==> config.mk <==
export PLATFORM = sky130hd
export DESIGN_NAME = npc_ctrl
export DESIGN_NICKNAME = d
export VERILOG_FILES = /design/src/core/npc_pkg.sv /design/src/core/npc_ctrl.sv
export SDC_FILE = /design/constraint.sdc
export NUM_CORES = 1
export LEC_CHECK = 0
export BUFFER_PORTS_ARGS = -buffer_cell sky130_fd_sc_hd__buf_2
export CAP_MARGIN = 20
export CORE_AREA = 5 5 228 230
export CTS_CLUSTER_DIAMETER = 200
export DETAILED_ROUTE_END_ITERATION = 8
export DIE_AREA = 0 0 233 235
export MAX_ROUTING_LAYER = met4
export PLACE_DENSITY = 0.6
export SLEW_MARGIN = 15
export SYNTH_ARGS = -nofsm -noshare
export SYNTH_HDL_FRONTEND = slang
export SYNTH_SLANG_ARGS = --single-unit
==> constraint.sdc <==
create_clock -name clk -period 5.75 [get_ports clk]
set_input_delay 0.575 -clock clk [delete_from_list [all_inputs] [get_ports clk]]
set_output_delay 0.575 -clock clk [all_outputs]
set_load 0.005 [all_outputs]
==> src/core/npc_pkg.sv <==
// package for the nvm page program controller: offsets, commands, timing
package npc_pkg;
  localparam logic [3:0] NPC_OFS_CONTROL_A    = 4'h0;
  localparam logic [3:0] NPC_OFS_CONTROL_B    = 4'h1;
  localparam logic [3:0] NPC_OFS_STATUS   = 4'h2;
  localparam logic [3:0] NPC_OFS_INTCTRL  = 4'h3;
  localparam logic [3:0] NPC_OFS_INTFLAGS = 4'h4;
  localparam logic [3:0] NPC_OFS_DATAL    = 4'h6;
  localparam logic [3:0] NPC_OFS_DATAH    = 4'h7;
  localparam logic [3:0] NPC_OFS_ADDRL    = 4'h8;
  localparam logic [3:0] NPC_OFS_ADDRH    = 4'h9;
  localparam logic [3:0] NPC_OFS_CCP      = 4'hA;
  localparam logic [7:0] NPC_KEY_SPM      = 8'h9D;
  localparam logic [7:0] NPC_KEY_IO_UNLOCK_KEY    = 8'hD8;
  localparam logic [2:0] NPC_KEY_WINDOW   = 3'h4;
  localparam logic [2:0] NPC_CLR_CYCLES   = 3'h7;
  localparam logic [7:0] NPC_RESET_BYTE   = 8'h00;
  typedef enum logic [2:0] {
    NPC_CMD_NONE  = 3'b000,
    NPC_CMD_WP    = 3'b001,
    NPC_CMD_ER    = 3'b010,
    NPC_CMD_ERASE_WRITE_CMD  = 3'b011,
    NPC_CMD_PBC   = 3'b100,
    NPC_CMD_CHIP_ERASE_CMD  = 3'b101,
    NPC_CMD_EEPROM_ERASE_CMD  = 3'b110,
    NPC_CMD_WFU   = 3'b111
  } npc_cmd_e;
  typedef enum logic [1:0] {
    NPC_SEC_BOOT = 2'b00,
    NPC_SEC_CODE = 2'b01,
    NPC_SEC_DATA = 2'b10,
    NPC_SEC_EE   = 2'b11
  } npc_sec_e;
  typedef enum logic [2:0] {
    NPC_ST_IDLE  = 3'b000,
    NPC_ST_ERASE = 3'b001,
    NPC_ST_WRITE = 3'b010,
    NPC_ST_CLEAR = 3'b011,
    NPC_ST_BULK  = 3'b100,
    NPC_ST_FUSE  = 3'b101,
    NPC_ST_TOUT  = 3'b110
  } npc_state_e;
endpackage

==> src/core/npc_ctrl.sv <==
// nvm page program controller: protection, page buffer and command sequencer
// Operation
// - boot writes code/data, code writes data only
// - boot read lock set from boot, acts after leaving
// - code write protect blocks app code updates
// - eeprom ops touch only marked bytes
// - user row: eeprom page, kept, port writable
// - array reads stall while operation runs
// - shared page buffer, stores AND into it
// - buffer reset to ones on reset/op (except fuse write)/clear/wake
// - page write copies buffer, halts cpu for flash
// - page erase needs one marked byte
// - eeprom erase only marked bytes, cpu runs
// - erase-write keeps buffer between phases
// - buffer clear halts cpu seven cycles
// - chip erase ignores locks, honours preserve fuse
// - eeprom erase wipes all, cpu halted
// - fuse write only from program port
// - post-reset timeout rejects writes, busy high
// - reset aborts an ongoing write
// - irq = enable and flag, level
// - sleep deferred while write runs
// - protected registers need their key
// - command field decode 0 to 7
// - ready flag set while eeprom idle
// - locked boot reads return zero
`default_nettype none
module npc_ctrl
  import npc_pkg::*;
#(
  parameter int PAGE_BYTES = 32,
  parameter int AW         = 16,
  parameter int TOUT_CYC   = 64
) (
  input  wire logic          clk,
  input  wire logic          rstn,
  input  wire logic [3:0]    reg_addr,
  input  wire logic [7:0]    reg_wdata,
  input  wire logic          reg_wr,
  input  wire logic          reg_rd,
  output logic      [7:0]    reg_rdata,
  input  wire logic          port_access,
  input  wire logic [1:0]    exec_section,
  input  wire logic          mem_wr,
  input  wire logic          mem_rd,
  input  wire logic [AW-1:0] mem_addr,
  input  wire logic [1:0]    mem_section,
  input  wire logic          mem_user_row,
  input  wire logic [7:0]    mem_wdata,
  input  wire logic [7:0]    array_rdata,
  output logic [7:0]         mem_rdata,
  output logic               mem_rvalid,
  output logic               mem_wait,
  output logic               cpu_halt,
  output logic               array_start,
  output logic [2:0]         array_op,
  output logic [AW-1:0]      array_addr,
  output logic               array_eeprom,
  output logic               array_user_row,
  output logic               array_keep_ee,
  input  wire logic          array_done,
  output logic [7:0]         buf_rd_byte,
  output logic               buf_rd_mark,
  input  wire logic          eeprom_preserve_fuse,
  input  wire logic          timeout_disable_fuse,
  input  wire logic          reset_pin_config,
  input  wire logic          device_locked,
  input  wire logic          sleep_req,
  input  wire logic          wake,
  output logic               sleep_ok,
  output logic               eeprom_ready_irq,
  output logic               write_error
);
  localparam int IW = $clog2(PAGE_BYTES);
  localparam logic [15:0] TOUT_N = 16'(TOUT_CYC);

  typedef struct packed {
    npc_state_e                 st;
    logic [PAGE_BYTES-1:0][7:0] pbuf;
    logic [PAGE_BYTES-1:0]      mark;
    logic [AW-1:0]              addr;
    logic [15:0]                data;
    logic                       tgt_ee;
    logic                       tgt_ur;
    logic                       erase_write_cmd;
    logic [2:0]                 op;
    logic                       started;
    logic [15:0]                cnt;
    logic [2:0]                 spm_win;
    logic [2:0]                 io_win;
    logic                       boot_lock_arm;
    logic                       boot_read_lock;
    logic                       app_code_write_protect;
    logic                       ie;
    logic                       flag;
    logic                       flash_busy_flag;
    logic                       eeprom_busy_flag;
    logic                       werr;
    logic                       rd_pend;
    logic [7:0]                 rdata;
    logic                       rvalid;
    logic                       halt;
    logic                       sleep_ok;
    logic                       irq;
    logic                       start;
    logic [7:0]                 ibyte;
    logic                       imark;
  } npc_s;

  npc_s s_q, s_d;
  logic [IW-1:0] widx, ridx;
  logic          wr_allowed, any_mark, op_busy;

  assign widx = mem_addr[IW-1:0];
  assign ridx = array_addr[IW-1:0];
  assign any_mark = |s_q.mark;
  assign op_busy = s_q.st != NPC_ST_IDLE;

  // ==========================================================================
  // write permission check
  always_comb begin
    wr_allowed = 1'b0;
    if (port_access) begin
      wr_allowed = 1'b1;
    end else if (exec_section == NPC_SEC_BOOT) begin
      wr_allowed = mem_section != NPC_SEC_BOOT;
    end else if (exec_section == NPC_SEC_CODE) begin
      wr_allowed = mem_section == NPC_SEC_DATA || mem_section == NPC_SEC_EE;
    end
    if (mem_section == NPC_SEC_CODE && s_q.app_code_write_protect && !port_access) begin
      wr_allowed = 1'b0;
    end
    if (mem_user_row && port_access && device_locked) begin
      wr_allowed = 1'b1;
    end
  end

  // ==========================================================================
  // next state
  always_comb begin
    s_d = s_q;
    s_d.start = 1'b0;
    s_d.rvalid = 1'b0;
    s_d.rdata = NPC_RESET_BYTE;
    s_d.ibyte = s_q.pbuf[ridx];
    s_d.imark = s_q.mark[ridx];
    if (s_q.spm_win != 3'h0) s_d.spm_win = s_q.spm_win - 3'h1;
    if (s_q.io_win != 3'h0) s_d.io_win = s_q.io_win - 3'h1;
    // lock takes effect once execution leaves boot
    if (s_q.boot_lock_arm && exec_section != NPC_SEC_BOOT) begin
      s_d.boot_read_lock = 1'b1;
    end
    // register writes
    if (reg_wr) begin
      unique case (reg_addr)
        NPC_OFS_CCP: begin
          if (reg_wdata == NPC_KEY_SPM) s_d.spm_win = NPC_KEY_WINDOW;
          if (reg_wdata == NPC_KEY_IO_UNLOCK_KEY) s_d.io_win = NPC_KEY_WINDOW;
        end
        NPC_OFS_CONTROL_A: begin
          if (s_q.spm_win != 3'h0 && !op_busy) begin
            s_d.spm_win = 3'h0;
            s_d.op = reg_wdata[2:0];
            s_d.werr = 1'b0;
            unique case (npc_cmd_e'(reg_wdata[2:0]))
              NPC_CMD_WP, NPC_CMD_ERASE_WRITE_CMD: begin
                s_d.st = NPC_ST_WRITE;
                s_d.erase_write_cmd = reg_wdata[1];
                if (reg_wdata[1]) s_d.st = NPC_ST_ERASE;
                s_d.start = 1'b1;
              end
              NPC_CMD_ER: begin
                if (any_mark) begin
                  s_d.st = NPC_ST_ERASE;
                  s_d.erase_write_cmd = 1'b0;
                  s_d.start = 1'b1;
                end
              end
              NPC_CMD_PBC: begin
                s_d.st = NPC_ST_CLEAR;
                s_d.cnt = 16'(NPC_CLR_CYCLES);
              end
              NPC_CMD_CHIP_ERASE_CMD, NPC_CMD_EEPROM_ERASE_CMD: begin
                s_d.st = NPC_ST_BULK;
                s_d.tgt_ee = reg_wdata[1];
                s_d.start = 1'b1;
              end
              NPC_CMD_WFU: begin
                if (port_access) begin
                  s_d.st = NPC_ST_FUSE;
                  s_d.start = 1'b1;
                end else begin
                  s_d.werr = 1'b1;
                end
              end
              default: ;
            endcase
            if (s_d.st != NPC_ST_IDLE && s_d.st != NPC_ST_CLEAR) begin
              s_d.flash_busy_flag = !s_d.tgt_ee || reg_wdata[2:0] == NPC_CMD_CHIP_ERASE_CMD;
              s_d.eeprom_busy_flag = s_d.tgt_ee || reg_wdata[2:0] == NPC_CMD_CHIP_ERASE_CMD;
              s_d.halt = !s_d.tgt_ee || reg_wdata[2];
            end
            if (s_d.st == NPC_ST_CLEAR) s_d.halt = 1'b1;
          end
        end
        NPC_OFS_CONTROL_B: begin
          if (s_q.io_win != 3'h0) begin
            s_d.io_win = 3'h0;
            if (reg_wdata[0]) s_d.app_code_write_protect = 1'b1;
            if (reg_wdata[1] && exec_section == NPC_SEC_BOOT) begin
              s_d.boot_lock_arm = 1'b1;
            end
          end
        end
        NPC_OFS_INTCTRL:  s_d.ie = reg_wdata[0];
        NPC_OFS_INTFLAGS: if (reg_wdata[0]) s_d.flag = 1'b0;
        NPC_OFS_DATAL:    s_d.data[7:0] = reg_wdata;
        NPC_OFS_DATAH:    s_d.data[15:8] = reg_wdata;
        NPC_OFS_ADDRL:    s_d.addr[7:0] = reg_wdata;
        NPC_OFS_ADDRH:    s_d.addr[AW-1:8] = reg_wdata[AW-9:0];
        default: ;
      endcase
    end
    // register reads, answered the next cycle
    if (reg_rd) begin
      unique case (reg_addr)
        NPC_OFS_CONTROL_A:    s_d.rdata = {5'h00, s_q.op};
        NPC_OFS_CONTROL_B:    s_d.rdata = {6'h00, s_q.boot_lock_arm, s_q.app_code_write_protect};
        NPC_OFS_STATUS:   s_d.rdata = {5'h00, s_q.werr, s_q.eeprom_busy_flag, s_q.flash_busy_flag};
        NPC_OFS_INTCTRL:  s_d.rdata = {7'h00, s_q.ie};
        NPC_OFS_INTFLAGS: s_d.rdata = {7'h00, s_q.flag};
        NPC_OFS_DATAL:    s_d.rdata = s_q.data[7:0];
        NPC_OFS_DATAH:    s_d.rdata = s_q.data[15:8];
        NPC_OFS_ADDRL:    s_d.rdata = s_q.addr[7:0];
        NPC_OFS_ADDRH:    s_d.rdata = 8'(s_q.addr[AW-1:8]);
        default:          s_d.rdata = NPC_RESET_BYTE;
      endcase
    end
    // page buffer load: AND into the buffer and mark the byte
    if (mem_wr && !s_q.flash_busy_flag && !s_q.eeprom_busy_flag) begin
      if (wr_allowed) begin
        s_d.pbuf[widx] = s_q.pbuf[widx] & mem_wdata;
        s_d.mark[widx] = 1'b1;
        s_d.addr = mem_addr;
        s_d.tgt_ee = mem_section == NPC_SEC_EE;
        s_d.tgt_ur = mem_user_row;
      end else begin
        s_d.werr = 1'b1;
      end
    end
    // array reads wait out any running operation
    if (mem_rd || s_q.rd_pend) begin
      if (op_busy) begin
        s_d.rd_pend = 1'b1;
      end else begin
        s_d.rd_pend = 1'b0;
        s_d.rvalid = 1'b1;
        s_d.rdata = (mem_section == NPC_SEC_BOOT && s_q.boot_read_lock)
                    ? NPC_RESET_BYTE : array_rdata;
      end
    end
    // sequencer
    unique case (s_q.st)
      NPC_ST_TOUT: begin
        s_d.cnt = s_q.cnt - 16'h1;
        if (s_q.cnt == 16'h1) begin
          s_d.st = NPC_ST_IDLE;
          s_d.flash_busy_flag = 1'b0;
          s_d.eeprom_busy_flag = 1'b0;
        end
      end
      NPC_ST_CLEAR: begin
        s_d.cnt = s_q.cnt - 16'h1;
        if (s_q.cnt == 16'h1) begin
          s_d.st = NPC_ST_IDLE;
          s_d.halt = 1'b0;
          s_d.pbuf = '1;
          s_d.mark = '0;
        end
      end
      NPC_ST_ERASE, NPC_ST_WRITE, NPC_ST_BULK, NPC_ST_FUSE: begin
        if (array_done) begin
          if (s_q.st == NPC_ST_ERASE && s_q.erase_write_cmd) begin
            s_d.st = NPC_ST_WRITE;
            s_d.start = 1'b1;
          end else begin
            s_d.st = NPC_ST_IDLE;
            s_d.flash_busy_flag = 1'b0;
            s_d.eeprom_busy_flag = 1'b0;
            s_d.halt = 1'b0;
            if (s_q.st != NPC_ST_FUSE) begin
              s_d.pbuf = '1;
              s_d.mark = '0;
            end
          end
        end
      end
      default: ;
    endcase
    if (wake && !op_busy) begin
      s_d.pbuf = '1;
      s_d.mark = '0;
    end
    if (!s_d.eeprom_busy_flag) s_d.flag = 1'b1;
    s_d.irq = s_d.ie && s_d.flag;
    s_d.sleep_ok = sleep_req && s_d.st == NPC_ST_IDLE;
  end

  // ==========================================================================
  // state register; reset drops any running operation
  always_ff @(posedge clk) begin
    if (!rstn) begin
      s_q <= '0;
      s_q.pbuf <= '1;
      s_q.st <= NPC_ST_TOUT;
      s_q.cnt <= TOUT_N;
      s_q.flash_busy_flag <= 1'b1;
      s_q.eeprom_busy_flag <= 1'b1;
    end else if (s_q.st == NPC_ST_TOUT && (!timeout_disable_fuse || reset_pin_config)) begin
      s_q <= s_d;
      s_q.st <= NPC_ST_IDLE;
      s_q.flash_busy_flag <= 1'b0;
      s_q.eeprom_busy_flag <= 1'b0;
      s_q.flag <= 1'b1;
    end else begin
      s_q <= s_d;
    end
  end

  assign reg_rdata        = s_q.rdata;
  assign mem_rdata        = s_q.rdata;
  assign mem_rvalid       = s_q.rvalid;
  assign mem_wait         = s_q.rd_pend;
  assign cpu_halt         = s_q.halt;
  assign array_start      = s_q.start;
  assign array_op         = s_q.st == NPC_ST_ERASE ? NPC_CMD_ER : s_q.op;
  assign array_addr       = s_q.addr;
  assign array_eeprom     = s_q.tgt_ee;
  assign array_user_row   = s_q.tgt_ur && s_q.op != NPC_CMD_CHIP_ERASE_CMD;
  assign array_keep_ee    = eeprom_preserve_fuse;
  assign buf_rd_byte      = s_q.ibyte;
  assign buf_rd_mark      = s_q.imark;
  assign sleep_ok         = s_q.sleep_ok;
  assign eeprom_ready_irq = s_q.irq;
  assign write_error      = s_q.werr;

  // ==========================================================================
  // checks
  AST_IRQ_LEVEL: assert property (@(posedge clk) disable iff (!rstn)
    (s_q.ie && s_q.flag) |-> eeprom_ready_irq)
    else $error("irq not raised");
  AST_WFU_CPU: assert property (@(posedge clk) disable iff (!rstn)
    (s_q.st == NPC_ST_IDLE && reg_wr && reg_addr == NPC_OFS_CONTROL_A
     && reg_wdata[2:0] == NPC_CMD_WFU && !port_access) |=> s_q.st != NPC_ST_FUSE)
    else $error("cpu started fuse write");
  AST_PBC_SEVEN: assert property (@(posedge clk) disable iff (!rstn)
    ($rose(s_q.st == NPC_ST_CLEAR)) |-> cpu_halt [*7] ##1 !cpu_halt)
    else $error("buffer clear halt length wrong");
  AST_ER_NEEDS_MARK: assert property (@(posedge clk) disable iff (!rstn)
    (s_q.st == NPC_ST_IDLE && !any_mark && s_q.spm_win != 3'h0 && reg_wr
     && reg_addr == NPC_OFS_CONTROL_A && reg_wdata[2:0] == NPC_CMD_ER) |=> !array_start)
    else $error("erase with empty buffer");
  AST_CONTROL_B_KEY: assert property (@(posedge clk) disable iff (!rstn)
    (reg_wr && reg_addr == NPC_OFS_CONTROL_B && s_q.io_win == 3'h0)
    |=> $stable(s_q.app_code_write_protect))
    else $error("control b changed without key");
  AST_READ_STALL: assert property (@(posedge clk) disable iff (!rstn)
    (mem_rd && op_busy) |=> mem_wait && !mem_rvalid)
    else $error("read not stalled");
  AST_BUSY_DROP: assert property (@(posedge clk) disable iff (!rstn)
    (s_q.st == NPC_ST_WRITE && array_done) |=> !s_q.flash_busy_flag && !s_q.eeprom_busy_flag)
    else $error("busy not cleared on completion");
  AST_CLEAR_ONES: assert property (@(posedge clk) disable iff (!rstn)
    (s_q.st == NPC_ST_WRITE && array_done) |=> (s_q.mark == '0 && &s_q.pbuf))
    else $error("buffer not cleared after write");
  AST_CODE_WP: assert property (@(posedge clk) disable iff (!rstn)
    (mem_wr && !port_access && !s_q.flash_busy_flag && !s_q.eeprom_busy_flag && s_q.app_code_write_protect
     && mem_section == NPC_SEC_CODE) |=> write_error)
    else $error("protected code write accepted");
endmodule
`default_nettype wire

==> impl_results.md <==
* Delay-heaviest family, CP: buffers and inverters
* Async S/R FF share, synth at 0%
* Most frequent cells in the layout: nand2_1 (433), dfxtp_1 (380), nand3_1 (272)
* Syn_nets at 2,198
* Row cnt at 82
* Die X-Extent at 233 um
* NumNets Final at 2,180
* Startpoint types: input port
* Residual DRC at 0
* Post-DRT Antenna Nets at 0
* PwrDens at 290.4 nW/um^2
* Cell taking the most area after synthesis: dfxtp_1
* CTS tree: done
* Final setup fails at 0
* Cell Chain, Critical Path: buf_4 -> buf_12 -> mux4_2 -> a22oi_1 -> a41oi_2 -> buf_4 -> nand2_1 -> nand3_1
* Share of cells above drive strength 1 at 20.18%
* Clock slew at reported path FFs at 0.06 ns
* Worst skew pair latency at 0.57 ns
* GPL Wtd Cong at 0.8849
* DR vias at 16,690
* Bufs on Longest Clock Path at 3
* Ports at 117
* Critical path class: in2reg
* Cell mode on critical path: buf_4
* Core ar. at 49,660 um^2
* Syn-to-layout area delta at 11.10%
* Outcome: complete, no violations
* Top FF cell, synth: dfxtp_1
* Die area at 54,760 um^2
* Synth Area in Adders at 0.4480%
* IO Port Bufs at 113
* GRT Total Usage at 22.67%
* RSZ-0062 raised after global routing: no
* Commonest non-fill, non-tap cell in the layout: nand2_1
* Slew Limit Fails at 0
* Synth Area in Simple Gates at 22.72%
* Synth Area in XOR/XNOR at 0.3584%
* Leakage power at 7.883 nW
* Mapped Area at 19,550 um^2
* Slowest cell on crit path: a41oi_2
* Die Y at 235 um
* Critical path fanouts, max at 40
* Clock Skew at 0.01990 ns
* Post-Synthesis Cells at 2,128
* DRT iter0 DRCs at 2,028
* Crit path time final at 3.633 ns
* Multiplexer area fraction after synthesis at 20.63%
* Initial antenna violation count at 0
* Post-DP HPWL at 41,690 um
* Post-CTS resize count at 0
* Post-synthesis sequential area ratio at 39.12%
* Max-capacitance violation count at 0
* Ant. Diodes at 0
* Synth warn at 0
* Crit path required time at 6.18 ns
* Hold buffers post-CTS at 0
* Min-Delay Path Class: in2reg
* Slew @ Worst Pin at 1.139 ns
* Fin Hold WS at 0.2448 ns
* Initial Util at 39.37%
* Layout Cells excl Fill at 2,813
* Setup TNS at 0 ns
* Total Routed Length at 62,750 um
* Slew headroom at 24.04%
* Critical Path End Type: register
* Post-CTS Setup Bufs at 0
* Endpoints failing hold at 0
* Synth area leaders: dfxtp_1 (39%), mux4_2 (18%), nand2_1 (8.3%)
* Crit path buf inv count at 3
* H-tree levels at 2
* DRT Pass-1 Iters at 8
* First-pass GRT wire length at 95,100 um
* Pin count of the biggest net entering global routing at 143
* Placed Cells at 2,735
* Yosys reg bits at 382
* Synth Area in Compound Gates at 10.56%
* Post-synth EDFFs at 0
* WP data arrival at 4.06 ns
* GRT Residual Overflow at 0
* Total clock buffers created by CTS at 43
* Netlist cell types at 73
* FMAX at 275.3 MHz
* Clk sinks at 382
* Post-DR vias/cell at 5.933
* Post-synth top area share at 39.12%
* Main combinational cell family by area after synthesis: simple AND/OR/NAND/NOR gates
* Final Cycle Share at 63.17%
* DR WL/cell at 22.31 um
* VDD IR max at 0.1936 mV
* Mean post-synth cell area at 9.186 um^2
* Vias in the first global route at 15,783
* CP peak stage delay at 0.71 ns
* CTS Root Cell: clkbuf_16
==> sequential cells by signal, summed over array words and instances (netlist names) <==
name	cells
eeprom_ready_irq	1
buf_rd_mark	1
array_eeprom	1
array_addr	16
mem_rvalid	1
cpu_halt	1
s_q	341
mem_wait	1
buf_rd_byte	8
mem_rdata	8
sleep_ok	1
write_error	1
array_start	1
==> final timing paths <==
path / start / endpoint / slack (ns) / cells after the start
worst max-delay path: mem_addr[0] / s_q[192] / 2.12 / 8
worst min-delay path: mem_user_row / s_q[58] / 0.24 / 3
worst max register to register: s_q[24] / s_q[368] / 2.55 / 6
worst min register to register: s_q[29] / s_q[29] / 0.45 / 2
==> per-layer routing <==
metal | vias to the layer above | wire length, um | track usage [%]
met3 | 137 | 6121 | 4.805
met2 | 839 | 28330 | 33.77
met4 | 0 | 2549 | 8.342
met1 | 8133 | 25750 | 30.55
met5 | - | 0 | -
li1 | 7581 | - | -
==> cells by family after synthesis <==
family / after synthesis
xor+xnor: 8
flops: 382
mux: 209
buf+inv: 241
compound gates: 334
fa+ha+maj: 7
simple gates: 947
==> cell usage after synthesis, types with 5 or more instances <==
library cell  number
nand2_1          433
dfxtp_1          382
nand3_1          272
mux4_2           155
o21ai_0          148
nor2_1           107
clkbuf_1          74
buf_2             64
mux2i_1           52
buf_4             44
a21oi_1           39
a22oi_1           38
o21a_1            36
buf_1             28
inv_1             24
a211oi_1          20
nor3_1            13
or2_2             13
nor4_1            11
nor2b_1           10
and2_1             9
nor4_2             9
o22ai_1            9
or3_1              9
nor2_2             8
nor3b_1            8
a41oi_1            7
ha_1               7
and3_1             6
nor2_8             6
a31oi_1            5
buf_6              5
nand3b_1           5
o31ai_1            5
==> tightest hold or removal path: cells and delay by family <==
family                 cells  cell delay (ns)
buffers and inverters      1             0.08
muxes                      1             0.05
and+or+nand+nor            1             0.07
==> stage by stage <==
stage	utilization, %	worst slack (ns)	power [mW]	area [um^2]
3_5_place_dp	40.84	1.551	3.629	20280
3_3_place_gp	40.82	1.610	3.603	20270
4_1_cts	43.61	2.168	6.331	21650
6_report	43.74	2.117	6.307	21720
5_1_grt	43.74	1.906	6.527	21720
2_1_floorplan	-	3.348	3.401	19550
==> cell type report <==
type	count	area (um^2)
fillers	4794	27940
multi-input cells	1505	10790
flip-flops and latches	382	7655
clock buffers	70	1320
repair buffers	153	964.7
well taps	672	840.8
inverters	25	93.84
clock inverters	6	55.05
==> report_power, final <==
group | switching, mW | internal, mW
clock network | 1.11 | 1.60
registers | 0.0806 | 2.71
logic | 0.514 | 0.284
total | 1.71 | 4.60
Note: power is estimated with default switching activity, not from simulation.
